## config.mk

```make
export PLATFORM = sky130hd
export DESIGN_NAME = lms_line_status
export DESIGN_NICKNAME = d
export VERILOG_FILES = /design/src/lms_pkg.sv /design/src/lms_evt_if.sv /design/src/lms_irq.sv /design/src/lms_collect.sv /design/src/lms_line_status.sv
export SDC_FILE = /design/constraint.sdc
export NUM_CORES = 1
export LEC_CHECK = 0
export BUFFER_PORTS_ARGS = -buffer_cell sky130_fd_sc_hd__buf_2
export CORE_MARGIN = 1
export CORE_UTILIZATION = 45
export DETAILED_ROUTE_END_ITERATION = 12
export PLACE_DENSITY_LB_ADDON = 0.12
export SLEW_MARGIN = 20
export SYNTH_ARGS = -nofsm -noshare
export SYNTH_HDL_FRONTEND = slang
export SYNTH_SLANG_ARGS = --single-unit
```

## constraint.sdc

```tcl
create_clock -name i_clk -period 1.55 [get_ports i_clk]
set_input_delay 0.0775 -clock i_clk [delete_from_list [all_inputs] [get_ports i_clk]]
set_output_delay 0.0775 -clock i_clk [all_outputs]
set_load 0.05 [all_outputs]
```

## src/lms_pkg.sv

```systemverilog
// Constants, register map and types of the line multiframe status block.
package lms_pkg;
	localparam int ADDR_W = 8;
	localparam int DATA_W = 8;
	localparam int NIB_W = 4;
	localparam int CNT_W = 2;
	localparam int EVT_W = 3;

	// Register byte offsets.
	localparam logic [ADDR_W-1:0] OFS_MF_RX = 8'h34;
	localparam logic [ADDR_W-1:0] OFS_LINE_STATUS = 8'h35;
	localparam logic [ADDR_W-1:0] OFS_IRQ_STATUS = 8'h36;
	localparam logic [ADDR_W-1:0] OFS_IRQ_MASK = 8'h37;
	localparam logic [ADDR_W-1:0] OFS_MF_TX = 8'h38;

	// Field positions of the multiframe receive register.
	localparam int MF_RX_NIB_LSB = 0;
	localparam int MF_RX_RDY_BIT = 4;
	localparam int MF_RX_SBIT_BIT = 6;
	localparam int MF_TX_RDY_BIT = 7;

	// Field positions of the line status register.
	localparam int LS_HIGH_CNT_BIT = 0;
	localparam int LS_LOW_CNT_BIT = 1;
	localparam int LS_CONT_BIT = 2;
	localparam int LS_ACT_BIT = 3;
	localparam int LS_FSYNC_BIT = 7;

	// Event positions in interrupt status and mask.
	localparam int EVT_RX_RDY = 0;
	localparam int EVT_TX_RDY = 1;
	localparam int EVT_CONT = 2;

	// Reset values, last count and count step.
	localparam logic [DATA_W-1:0] RST_BYTE = 8'h00;
	localparam logic [NIB_W-1:0] RST_NIB = 4'h0;
	localparam logic [CNT_W-1:0] RST_CNT = 2'h0;
	localparam logic [CNT_W-1:0] LAST_CNT = 2'h3;
	localparam logic [CNT_W-1:0] CNT_STEP = 2'h1;
	localparam logic [EVT_W-1:0] RST_EVT = 3'h0;

	typedef enum logic [1:0] {
		COL_HUNT = 2'b01,
		COL_RUN = 2'b10
	} lms_col_state_t;
endpackage : lms_pkg

```

## src/lms_evt_if.sv

```systemverilog
// Event and interrupt signals between the top and the interrupt unit.
`timescale 1ns/1ps
interface lms_evt_if;
	logic [lms_pkg::EVT_W-1:0] evt;
	logic [lms_pkg::EVT_W-1:0] status;
	logic status_rd;
	logic mask_wr;
	logic [lms_pkg::EVT_W-1:0] mask_wdata;
	logic [lms_pkg::EVT_W-1:0] mask;
	logic irq;

	modport top (
		output evt,
		output status_rd,
		output mask_wr,
		output mask_wdata,
		input status,
		input mask,
		input irq
	);

	modport unit (
		input evt,
		input status_rd,
		input mask_wr,
		input mask_wdata,
		output status,
		output mask,
		output irq
	);
endinterface : lms_evt_if

```

## src/lms_irq.sv

```systemverilog
// Sticky interrupt status, mask and level interrupt output.
`timescale 1ns/1ps
module lms_irq (
	// Clock and reset.
	input wire logic i_clk,
	input wire logic i_reset_n,
	input wire logic i_ce,
	// Events and software side.
	lms_evt_if.unit ev
);
	import lms_pkg::*;

	typedef struct packed {
		logic [EVT_W-1:0] status;
		logic [EVT_W-1:0] mask;
	} lms_irq_state_t;

	lms_irq_state_t st;
	lms_irq_state_t next_st;

	always_comb
	begin
		next_st = st;
		// A read clears, but an event in the same cycle survives it.
		if (ev.status_rd)
		begin
			next_st.status = RST_EVT;
		end
		next_st.status = next_st.status | ev.evt;
		if (ev.mask_wr)
		begin
			next_st.mask = ev.mask_wdata;
		end
	end

	always_ff @(posedge i_clk or negedge i_reset_n)
	begin
		if (!i_reset_n)
		begin
			st <= '0;
		end
		else if (i_ce)
		begin
			st <= next_st;
		end
	end

	assign ev.status = st.status;
	assign ev.mask = st.mask;
	assign ev.irq = |(st.status & st.mask);
endmodule : lms_irq

```

## src/lms_collect.sv

```systemverilog
// Serial collector that gathers four maintenance bits into one nibble.
`timescale 1ns/1ps
module lms_collect (
	// Clock and reset.
	input wire logic i_clk,
	input wire logic i_reset_n,
	input wire logic i_ce,
	// Serial maintenance bits.
	input wire logic i_bit_valid,
	input wire logic i_bit_first,
	input wire logic i_bit,
	// Collected nibble.
	output logic [lms_pkg::NIB_W-1:0] o_nibble,
	output logic o_done
);
	import lms_pkg::*;

	typedef struct packed {
		lms_col_state_t state;
		logic [CNT_W-1:0] cnt;
		logic [NIB_W-1:0] shift;
		logic [NIB_W-1:0] nibble;
		logic done;
	} lms_col_t;

	lms_col_t st;
	lms_col_t next_st;

	always_comb
	begin
		next_st = st;
		next_st.done = 1'b0;
		case (st.state)
			COL_HUNT:
			begin
				// Only a first-bit marker can align the nibble.
				if (i_bit_valid && i_bit_first)
				begin
					next_st.shift = {RST_NIB[NIB_W-2:0], i_bit};
					next_st.cnt = CNT_STEP;
					next_st.state = COL_RUN;
				end
			end
			COL_RUN:
			begin
				if (i_bit_valid)
				begin
					if (i_bit_first)
					begin
						next_st.shift = {RST_NIB[NIB_W-2:0], i_bit};
						next_st.cnt = CNT_STEP;
					end
					else
					begin
						next_st.shift = {st.shift[NIB_W-2:0], i_bit};
						next_st.cnt = st.cnt + CNT_STEP;
						if (st.cnt == LAST_CNT)
						begin
							next_st.nibble = {st.shift[NIB_W-2:0], i_bit};
							next_st.done = 1'b1;
							next_st.state = COL_HUNT;
						end
					end
				end
			end
			default:
			begin
				next_st.state = COL_HUNT;
				next_st.cnt = RST_CNT;
			end
		endcase
	end

	always_ff @(posedge i_clk or negedge i_reset_n)
	begin
		if (!i_reset_n)
		begin
			st <= '{state: COL_HUNT, cnt: RST_CNT, shift: RST_NIB, nibble: RST_NIB, done: 1'b0};
		end
		else if (i_ce)
		begin
			st <= next_st;
		end
	end

	assign o_nibble = st.nibble;
	assign o_done = st.done & i_ce;
endmodule : lms_collect

```

## src/lms_line_status.sv

```systemverilog
// Multiframe receive and line status registers of the line interface.
`timescale 1ns/1ps
// Functional notes
// In S/T mode the four received S bits (terminal) or Q bits (network) fill bits 3..0.
// In Up mode bits 3..0 hold the T bits of two superframes ordered T1a, T1b, T2a, T2b.
// In S/T mode bit 4 goes to 1 when a whole S or Q multiframe is collected; reset is 0.
// In Up mode bit 4 goes to 1 only after two whole T superframes have arrived.
// Reading the multiframe receive register clears the receive-ready flag.
// Bit 6 holds the last received Up S-bit in Up mode and has no meaning in S/T mode.
// The received Up S-bit is also handed to the D- and E-channel receive registers.
// In S/T mode bit 7 goes to 1 when a new multiframe may be loaded; reset is 0.
// In Up mode bit 7 goes to 1 when two new T superframes may be loaded.
// Any write to the multiframe transmit register clears the transmit-ready flag; a framer take in the same cycle sets it instead.
// Only the frame-sync selection bit of line status counts in both modes.
// With the high priority class, status bit 0 shows eight (0) or nine (1) ones needed.
// With the low priority class, status bit 1 shows ten (0) or eleven (1) ones needed.
// Status bit 2 is 1 when D and echoed E bits differed in the last frame.
// Status bit 3 is 1 while the D-channel is transmitting, in S/T mode.
// In Up mode the S/T-only status bits and reserved bits 4 to 6 read as zero.
module lms_line_status (
	// Clock and reset.
	input wire logic i_clk,
	input wire logic i_reset_n,
	input wire logic i_ce,
	// Register port.
	input wire logic [lms_pkg::ADDR_W-1:0] i_addr,
	input wire logic [lms_pkg::DATA_W-1:0] i_wdata,
	input wire logic i_wr,
	input wire logic i_rd,
	output logic [lms_pkg::DATA_W-1:0] o_rdata,
	// Line mode.
	input wire logic i_up_mode,
	input wire logic i_frame_sync_select,
	// Received maintenance bits from the framer.
	input wire logic i_mbit_valid,
	input wire logic i_mbit_first,
	input wire logic i_mbit,
	input wire logic i_up_sbit_valid,
	input wire logic i_up_sbit,
	// Transmit maintenance slot.
	input wire logic i_mf_tx_taken,
	output logic [lms_pkg::NIB_W-1:0] o_mf_tx_nibble,
	output logic o_mf_tx_load,
	// S-bit copy towards D- and E-channel receive registers.
	output logic o_sbit_copy,
	output logic o_sbit_copy_valid,
	// D-channel access state.
	input wire logic i_priority_class_select,
	input wire logic i_prio_raised,
	input wire logic i_dbit_strobe,
	input wire logic i_dtx_bit,
	input wire logic i_echo_bit,
	input wire logic i_frame_end,
	input wire logic i_dchan_transmitting,
	// Interrupt.
	output logic o_irq
);
	import lms_pkg::*;

	typedef struct packed {
		logic [DATA_W-1:0] rdata;
		logic [NIB_W-1:0] received_maint_bits;
		logic maint_rx_ready;
		logic maint_tx_ready;
		logic up_sbit;
		logic sbit_copy;
		logic sbit_copy_valid;
		logic cont_acc;
		logic dchan_contention;
		logic [NIB_W-1:0] tx_nibble;
		logic tx_load;
	} lms_top_t;

	lms_top_t st;
	lms_top_t next_st;
	lms_evt_if ev ();

	logic [NIB_W-1:0] col_nibble;
	logic col_done;
	logic rd_mf_rx;
	logic wr_mf_tx;
	logic mismatch;
	logic [DATA_W-1:0] mf_rx_view;
	logic [DATA_W-1:0] line_status_view;

	function automatic logic hit(input logic [ADDR_W-1:0] a, input logic [ADDR_W-1:0] ofs);
		hit = (a == ofs);
	endfunction : hit

	function automatic logic [DATA_W-1:0] widen(input logic [EVT_W-1:0] v);
		widen = {{(DATA_W-EVT_W){1'b0}}, v};
	endfunction : widen

	// Four bits collected in framer order, first bit lands in bit 3.
	lms_collect u_collect (
		.i_clk(i_clk),
		.i_reset_n(i_reset_n),
		.i_ce(i_ce),
		.i_bit_valid(i_mbit_valid),
		.i_bit_first(i_mbit_first),
		.i_bit(i_mbit),
		.o_nibble(col_nibble),
		.o_done(col_done)
	);

	lms_irq u_irq (
		.i_clk(i_clk),
		.i_reset_n(i_reset_n),
		.i_ce(i_ce),
		.ev(ev.unit)
	);

	assign rd_mf_rx = i_rd && hit(i_addr, OFS_MF_RX);
	assign wr_mf_tx = i_wr && hit(i_addr, OFS_MF_TX);
	// Compared only while we drive D; echoes of others' frames mean nothing.
	assign mismatch = i_dbit_strobe && i_dchan_transmitting && (i_dtx_bit != i_echo_bit);

	always_comb
	begin
		mf_rx_view = RST_BYTE;
		mf_rx_view[MF_RX_NIB_LSB +: NIB_W] = st.received_maint_bits;
		mf_rx_view[MF_RX_RDY_BIT] = st.maint_rx_ready;
		// S-bit shown in Up mode only, zero in S/T mode.
		mf_rx_view[MF_RX_SBIT_BIT] = i_up_mode & st.up_sbit;
		mf_rx_view[MF_TX_RDY_BIT] = st.maint_tx_ready;
	end

	always_comb
	begin
		line_status_view = RST_BYTE;
		// Frame-sync selection shown in both modes.
		line_status_view[LS_FSYNC_BIT] = i_frame_sync_select;
		// Up mode masks every S/T-only bit to zero.
		if (!i_up_mode)
		begin
			// High class count state.
			line_status_view[LS_HIGH_CNT_BIT] = !i_priority_class_select & i_prio_raised;
			// Low class count state.
			line_status_view[LS_LOW_CNT_BIT] = i_priority_class_select & i_prio_raised;
			// Contention from the last frame.
			line_status_view[LS_CONT_BIT] = st.dchan_contention;
			// D-channel activity.
			line_status_view[LS_ACT_BIT] = i_dchan_transmitting;
		end
	end

	always_comb
	begin
		next_st = st;
		next_st.sbit_copy_valid = 1'b0;
		next_st.tx_load = 1'b0;
		next_st.rdata = RST_BYTE;
		if (i_rd)
		begin
			if (hit(i_addr, OFS_MF_RX))
			begin
				next_st.rdata = mf_rx_view;
			end
			else if (hit(i_addr, OFS_LINE_STATUS))
			begin
				next_st.rdata = line_status_view;
			end
			else if (hit(i_addr, OFS_IRQ_STATUS))
			begin
				next_st.rdata = widen(ev.status);
			end
			else if (hit(i_addr, OFS_IRQ_MASK))
			begin
				next_st.rdata = widen(ev.mask);
			end
		end
		// Read clears the ready flag; a completion in the same cycle wins.
		if (rd_mf_rx)
		begin
			next_st.maint_rx_ready = 1'b0;
		end
		// Ready once a multiframe or superframe pair is complete.
		if (col_done)
		begin
			next_st.received_maint_bits = col_nibble;
			next_st.maint_rx_ready = 1'b1;
		end
		// Writing the transmit register clears transmit-ready; a take in the same cycle wins.
		if (wr_mf_tx)
		begin
			next_st.maint_tx_ready = 1'b0;
			next_st.tx_nibble = i_wdata[NIB_W-1:0];
			next_st.tx_load = 1'b1;
		end
		// Framer took the previous nibble, room for a new one.
		if (i_mf_tx_taken)
		begin
			next_st.maint_tx_ready = 1'b1;
		end
		// Latest S-bit kept and forwarded to D and E receive.
		if (i_up_sbit_valid && i_up_mode)
		begin
			next_st.up_sbit = i_up_sbit;
			next_st.sbit_copy = i_up_sbit;
			next_st.sbit_copy_valid = 1'b1;
		end
		// Frame end publishes the accumulated mismatch, current bit included.
		if (i_frame_end)
		begin
			next_st.dchan_contention = st.cont_acc | mismatch;
			next_st.cont_acc = 1'b0;
		end
		else if (mismatch)
		begin
			next_st.cont_acc = 1'b1;
		end
	end

	always_comb
	begin
		ev.evt = RST_EVT;
		ev.evt[EVT_RX_RDY] = col_done;
		ev.evt[EVT_TX_RDY] = i_mf_tx_taken;
		ev.evt[EVT_CONT] = i_frame_end & (st.cont_acc | mismatch) & !i_up_mode;
		ev.status_rd = i_rd && hit(i_addr, OFS_IRQ_STATUS);
		ev.mask_wr = i_wr && hit(i_addr, OFS_IRQ_MASK);
		ev.mask_wdata = i_wdata[EVT_W-1:0];
	end

	always_ff @(posedge i_clk or negedge i_reset_n)
	begin
		if (!i_reset_n)
		begin
			st <= '0;
		end
		else if (i_ce)
		begin
			st <= next_st;
		end
	end

	assign o_rdata = st.rdata;
	assign o_mf_tx_nibble = st.tx_nibble;
	assign o_mf_tx_load = st.tx_load;
	assign o_sbit_copy = st.sbit_copy;
	assign o_sbit_copy_valid = st.sbit_copy_valid;
	assign o_irq = ev.irq;
endmodule : lms_line_status

```

==> impl_metrics.toml, run 1 <==
[run_status]
status = "finished, violations left"
violations = "setup timing"

[cts]
cts_sinks = 40
clk_latency_ns = 0.29
postCtsSetupRepairBufs = 0
clk_pin_slew_ns = 0.08
cts_inserted_buffers = 5
root_buffer = "clkbuf_8"
cts_tree = "yes"
ctsLongestPathBuffers = 2
cts.htree.levels = 2

[yosys]
ys_warn_count = 0
synth_flop_cell = "dfrtp_1"
syn-num-nets = 216
yosysTopAreaCell = "dfrtp_1"
syn_avg_cell_area_um2 = 11.3
ys_types = 37
synthCells = 176
synth_edf_count = 0
ys_seq_elements = 40
synthArstFlopShare_pct = 100
netlist_top_cells_area = "dfrtp_1 (49%), mux2_2 (12%), buf_4 (4.9%)"
synth_top_area_share_pct = 48.9
ys_top_cells_by_count = "dfrtp_1 (39), mux2_2 (21), o21ai_0 (14), buf_4 (13), inv_1 (13)"
syn-cell-area_mm2 = 0.00200
post-synth-top-count-cell = "dfrtp_1"
ys_seq_area_share_pct = 50.2

[timing]
tightest_slew_ns = 0.504
setup_viol = 4
hold_viol = 0
rsz0062_at_grt = "yes"
max_slew_margin_pct = 66.4
fin_crit_sh_pct = 103
setup_slack_ns = -0.0397
post-route-min-period_ns = 1.59
max_freq_mhz = 629
slew_viol_final = 0
hold_slack_ns = 0.0114
finalClockSkew_ns = 0.00624

[floorplan]
die_x_um = 68.6
chipHeight_um = 68.6
fp.dieArea_mm2 = 0.00471
initial_core_util_pct = 48.5
pin_count = 52
rows = 23
fp.coreArea_mm2 = 0.00412

[critical_path]
critPathKind = "register to register"
critPathLaunchType = "register"
cp-startpoint = "u_collect.st[11]$_DFFE_PN1P_"
cp_max_fo = 6
r2r_setup_slack_ns = -0.04
worstPathRequired_ns = 1.73
r2r_start = "u_collect.st[11]$_DFFE_PN1P_"
critPathCaptureType = "register"
cp.arrival_ns = 1.77

[drt]
via_per_inst = 5.37
drt_pre_antenna_iters = 4
ant_nets = 0
drt-total-wl_um = 4070
drc = 0
drtIter0Drc = 99
wl_per_cell_um = 15.0
vias = 1454

[global_route]
grt_max_degree = 41
grt_pass1_wl_um = 6340
grt-ovfl-total = 0
antenna_found_initial = 0
grt_use_total_pct = 18.9
grt_pass1_vias = 1409

[power]
vdd_drop_max_mv = 0.701
p_leak_nw = 1.22
power_density_mw_per_mm2 = 1150

[placement]
numPortBuffers = 46
gp_congestion = 0.824
post_dp_cell_area_mm2 = 0.00223
hpwl_um = 2970
dp.cells = 262

[cells_and_area]
drive_gt1_share_pct = 43.0
areaGrowthSynthToFinish_pct = 20.6
final_nets = 260
antenna_cells = 0
finalNonFillerCells = 271
nFillCells = 340
fin_area_mm2 = 0.00241

[run]
cap_violations = 0

[hold_path]
worstHoldStart = "i_wdata[3]"
hold_class = "input port to register"
[report_power, final]
part | switching, W | total [W] | internal (W) | leakage (nW)
logic | 0.000328 | 0.000630 | 0.000301 | 0.626
registers | 0.0000694 | 0.00121 | 0.00114 | 0.526
clock network | 0.000358 | 0.000926 | 0.000568 | 0.0645
[kinds of logic (layout without fill, tap and decap cells)]
logic type / after synthesis / after routing / synth area share [%]
and+or+nand+nor: 41 / 41 / 12.8
DFF: 40 / 40 / 50.2
AOI/OAI and AO/OA: 33 / 33 / 10.6
buffers and inverters: 30 / 75 / 8.27
muxes: 26 / 26 / 15.0
adders and majority gates: 4 / 4 / 2.51
other: 1 / 1 / 0.188
xor gates and xnor gates: 1 / 1 / 0.439
[metrics by stage]
step	utilization [%]	worst slack (ns)	power, W	setup TNS (ns)
after floorplan	-	0.00685	0.00158	0
final	58.5	-0.0397	0.00276	-0.102
after global routing	58.5	-0.141	0.00290	-0.623
after detailed placement	54.2	-0.106	0.00178	-0.549
after global placement	54.2	-0.0301	0.00174	-0.111
after CTS	58.0	-0.0233	0.00275	-0.0904
[metal layers]
metal  vias up  routed length [um]  track usage (%)
met1       705                1750             22.1
met4         0                  40             7.03
met3         5                 243             4.93
met2        46                2030             33.1
li1        698                   -                -
met5         -                   0                0
[worst paths after layout]
path                                                  to  cells after the start
min                        o_mf_tx_nibble[3]$_DFFE_PN0P_                      2
max                         u_collect.st[10]$_DFFE_PN0P_                      6
min in group asynchronous  o_mf_tx_nibble[3]$_DFFE_PN0P_                      3
max reg2reg                 u_collect.st[10]$_DFFE_PN0P_                      6
max in group asynchronous   u_collect.st[11]$_DFFE_PN1P_                      3
min reg2reg                            st[5]$_DFFE_PN0P_                      2
[layout make-up]
cell class                 instances  area [um^2]  area share (%)
timing repair buffer              54          293            12.2
clock inverter                     1         30.0            1.25
sequential                        40         1000            41.6
clock buffer                       7         96.3            4.00
tap                               50         62.6            2.60
multi-input combinational        106          876            36.4
inverter                          13         48.8            2.03
[placed cells by master (no fill, tap or decap), types with 2 or more instances in the layout]
cell type,count
a21oi_1,6
a22o_1,4
a31oi_1,2
a32o_1,3
buf_2,46
buf_4,7
clkbuf_8,7
dfrtp_1,39
ha_1,2
inv_1,13
mux2_2,20
mux2i_1,3
nand2_1,11
nand2b_1,2
nand3_1,6
nand4_1,2
nor2_1,6
nor2b_1,2
o21ai_0,12
o21ai_1,2
[worst max-delay path, cell delays in order, from the launching register on]
cell     delay [ns]
dfstp_2        0.56
inv_1          0.07
ha_4           0.19
nor2b_1        0.13
o21ai_1        0.14
nand2_1        0.11
mux2_2         0.28
[repair_timing]
action,CTS,global route
hold buffers,1,0
gates resized for setup,6,5
gates cloned,0,0
endpoints found under the setup margin,9,10
pin swaps,1,1
endpoints found under the hold margin,39,0
[sequential cells by signal, summed over array words and instances, names as in the netlist]
name	count
st	2
mf_rx_view	6
u_irq.ev.mask	3
o_rdata	7
o_mf_tx_nibble	4
u_collect.st	8
o_sbit_copy	1
u_irq.ev.status	3
o_sbit_copy_valid	1
o_mf_tx_load	1
u_collect.o_nibble	4
Power figures use the tool's default switching activity.
==> run 2, diff against run 1 <==
--- a/config.mk
+++ b/config.mk
@@ -9,6 +9,7 @@
 export CORE_MARGIN = 1
 export CORE_UTILIZATION = 45
 export DETAILED_ROUTE_END_ITERATION = 12
+export MAX_ROUTING_LAYER = met4
 export PLACE_DENSITY_LB_ADDON = 0.12
 export SLEW_MARGIN = 20
 export SYNTH_ARGS = -nofsm -noshare
==> constraint.sdc (replaced) <==
create_clock -name i_clk -period 1.86 [get_ports i_clk]
set_input_delay 0.093 -clock i_clk [delete_from_list [all_inputs] [get_ports i_clk]]
set_output_delay 0.093 -clock i_clk [all_outputs]
set_load 0.05 [all_outputs]
==> impl_metrics.toml, run 2 (synthesis results as in run 1) <==
[run_status]
status = "finished clean"

[cts]
cts_sinks = 40
ctsLongestPathBuffers = 2
postCtsSetupRepairBufs = 0
cts_inserted_buffers = 5
clk_pin_slew_ns = 0.08
cts.htree.levels = 2
clk_latency_ns = 0.29
cts_tree = "yes"
root_buffer = "clkbuf_8"

[power]
p_sw_w = 0.000602
vdd_drop_max_mv = 0.549
p_int_w = 0.00144
p_sw_share_pct = 29.5
p_seq_share_pct = 49.0
power_density_mw_per_mm2 = 885
clock_power_share_pct = 29.2
p_leak_nw = 1.18
pwr-share-comb_pct = 21.8
total_power_w = 0.00204

[timing]
max_freq_mhz = 587
fin_crit_sh_pct = 91.6
slew_viol_final = 0
post-route-min-period_ns = 1.70
hold_viol = 0
setup_viol = 0
finalClockSkew_ns = 0.00597
finalSetupTns_ns = 0
rsz0062_at_grt = "no"

[placement]
gp_congestion = 0.785
post_dp_cell_area_mm2 = 0.00220
hpwl_um = 3010
numPortBuffers = 46
dp.cells = 258

[drt]
drt_pre_antenna_iters = 4
vias = 1438
drc = 0
wl_per_cell_um = 14.8
drtIter0Drc = 85
ant_nets = 0
via_per_inst = 5.39
drt-total-wl_um = 3960

[critical_path]
worstPathRequired_ns = 2.03
critPathKind = "register to register"
critPathCaptureType = "register"
cp_max_fo = 6
cp.arrival_ns = 1.88
reg2reg_depth = 6
critPathLaunchType = "register"

[cells_and_area]
final_cell_mix = "buf_2 (46), dfrtp_1 (39), mux2_2 (21)"
finalNonFillerCells = 267
antenna_cells = 0
top_register = "u_collect.st"
fin_area_mm2 = 0.00230
nFillCells = 355
layout_commonest_cell = "buf_2"
areaGrowthSynthToFinish_pct = 15.4
drive_gt1_share_pct = 39.2
final_util_pct = 56.0
largest_reg_flops = 8
final_nets = 256

[hold_path]
hold_class = "input port to register"
hold_path_depth = 2

[global_route]
antenna_found_initial = 0
grt_pass1_wl_um = 6350
grt_pass1_vias = 1402
grt_max_degree = 21
grt_use_total_pct = 19.6
grt-ovfl-total = 0

[run]
cap_violations = 0

[floorplan]
rows = 23
fp.coreArea_mm2 = 0.00412
chipHeight_um = 68.6
fp.dieArea_mm2 = 0.00471
initial_core_util_pct = 48.5
die_x_um = 68.6
pin_count = 52
[run 2: cell count changes in the layout (fill, tap and decap cells not counted), sizes merged]
cell | before | now
buf | 53 | 49
clkinv | 0 | 2
bufinv | 1 | 0
clkbuf | 7 | 6
[run 2: final timing paths]
path                                              start                                end  slack, ns
max in group asynchronous                     i_reset_n       u_collect.st[11]$_DFFE_PN1P_       1.00
min in group asynchronous                     i_reset_n      o_mf_tx_nibble[3]$_DFFE_PN0P_       0.28
hold / removal                               i_wdata[3]      o_mf_tx_nibble[3]$_DFFE_PN0P_       0.03
setup reg to reg           u_collect.st[11]$_DFFE_PN1P_  u_collect.o_nibble[1]$_DFFE_PN0P_       0.16
setup / recovery           u_collect.st[11]$_DFFE_PN1P_  u_collect.o_nibble[1]$_DFFE_PN0P_       0.16
hold reg to reg                       st[5]$_DFFE_PN0P_                  st[5]$_DFFE_PN0P_       0.48
[run 2: worst max-delay path, cell delays in order (launching register included)]
cell and delay [ns]:
dfstp_2 0.56, inv_1 0.05, ha_1 0.26, nand2_1 0.15
nor2_1 0.09, nand3_2 0.13, mux2_2 0.35
[run 2: per-layer routing]
| layer | track usage, % | routed length, um | vias up |
|---|---|---|---|
| met4 | 8.07 | 63 | 0 |
| met2 | 32.5 | 1920 | 44 |
| met5 | - | 0 | - |
| met1 | 22.5 | 1770 | 692 |
| met3 | 4.93 | 200 | 7 |
| li1 | - | - | 695 |
[run 2: through the flow]
step	worst slack, ns	hold WS [ns]
global placement	0.181	0.0618
floorplan	0.280	-0.203
CTS	0.0991	0.0225
finish	0.157	0.0297
detailed placement	0.122	0.0698
global route	0.0590	0.0205
[run 2: area by class of cell]
cell class                      instances  area [um^2]  share of cell area [%]
Tap cell                               50         62.6                    2.72
Sequential cell                        40         1000                    43.5
Multi-Input combinational cell        106          835                    36.2
Inverter                               13         48.8                    2.12
Clock inverter                          2         10.0                   0.435
Timing Repair Buffer                   50          263                    11.4
Clock buffer                            6         82.6                    3.59
[run 2: what timing repair did]
action / CTS / global route
setup endpoints to repair: 0 / 4
hold buffers: 1 / 0
gates resized for setup: 0 / 1
endpoints found under the hold margin: 18 / 0
[run 2: power by group through the flow]
stage / registers [W] / clock network [W] / logic, W
2_1_floorplan: 0.00102 / 0 / 0.000297
3_3_place_gp: 0.00101 / 0 / 0.000417
3_5_place_dp: 0.00102 / 0 / 0.000440
4_1_cts: 0.000999 / 0.000615 / 0.000445
5_1_grt: 0.00101 / 0.000657 / 0.000496
6_report: 0.00100 / 0.000596 / 0.000444
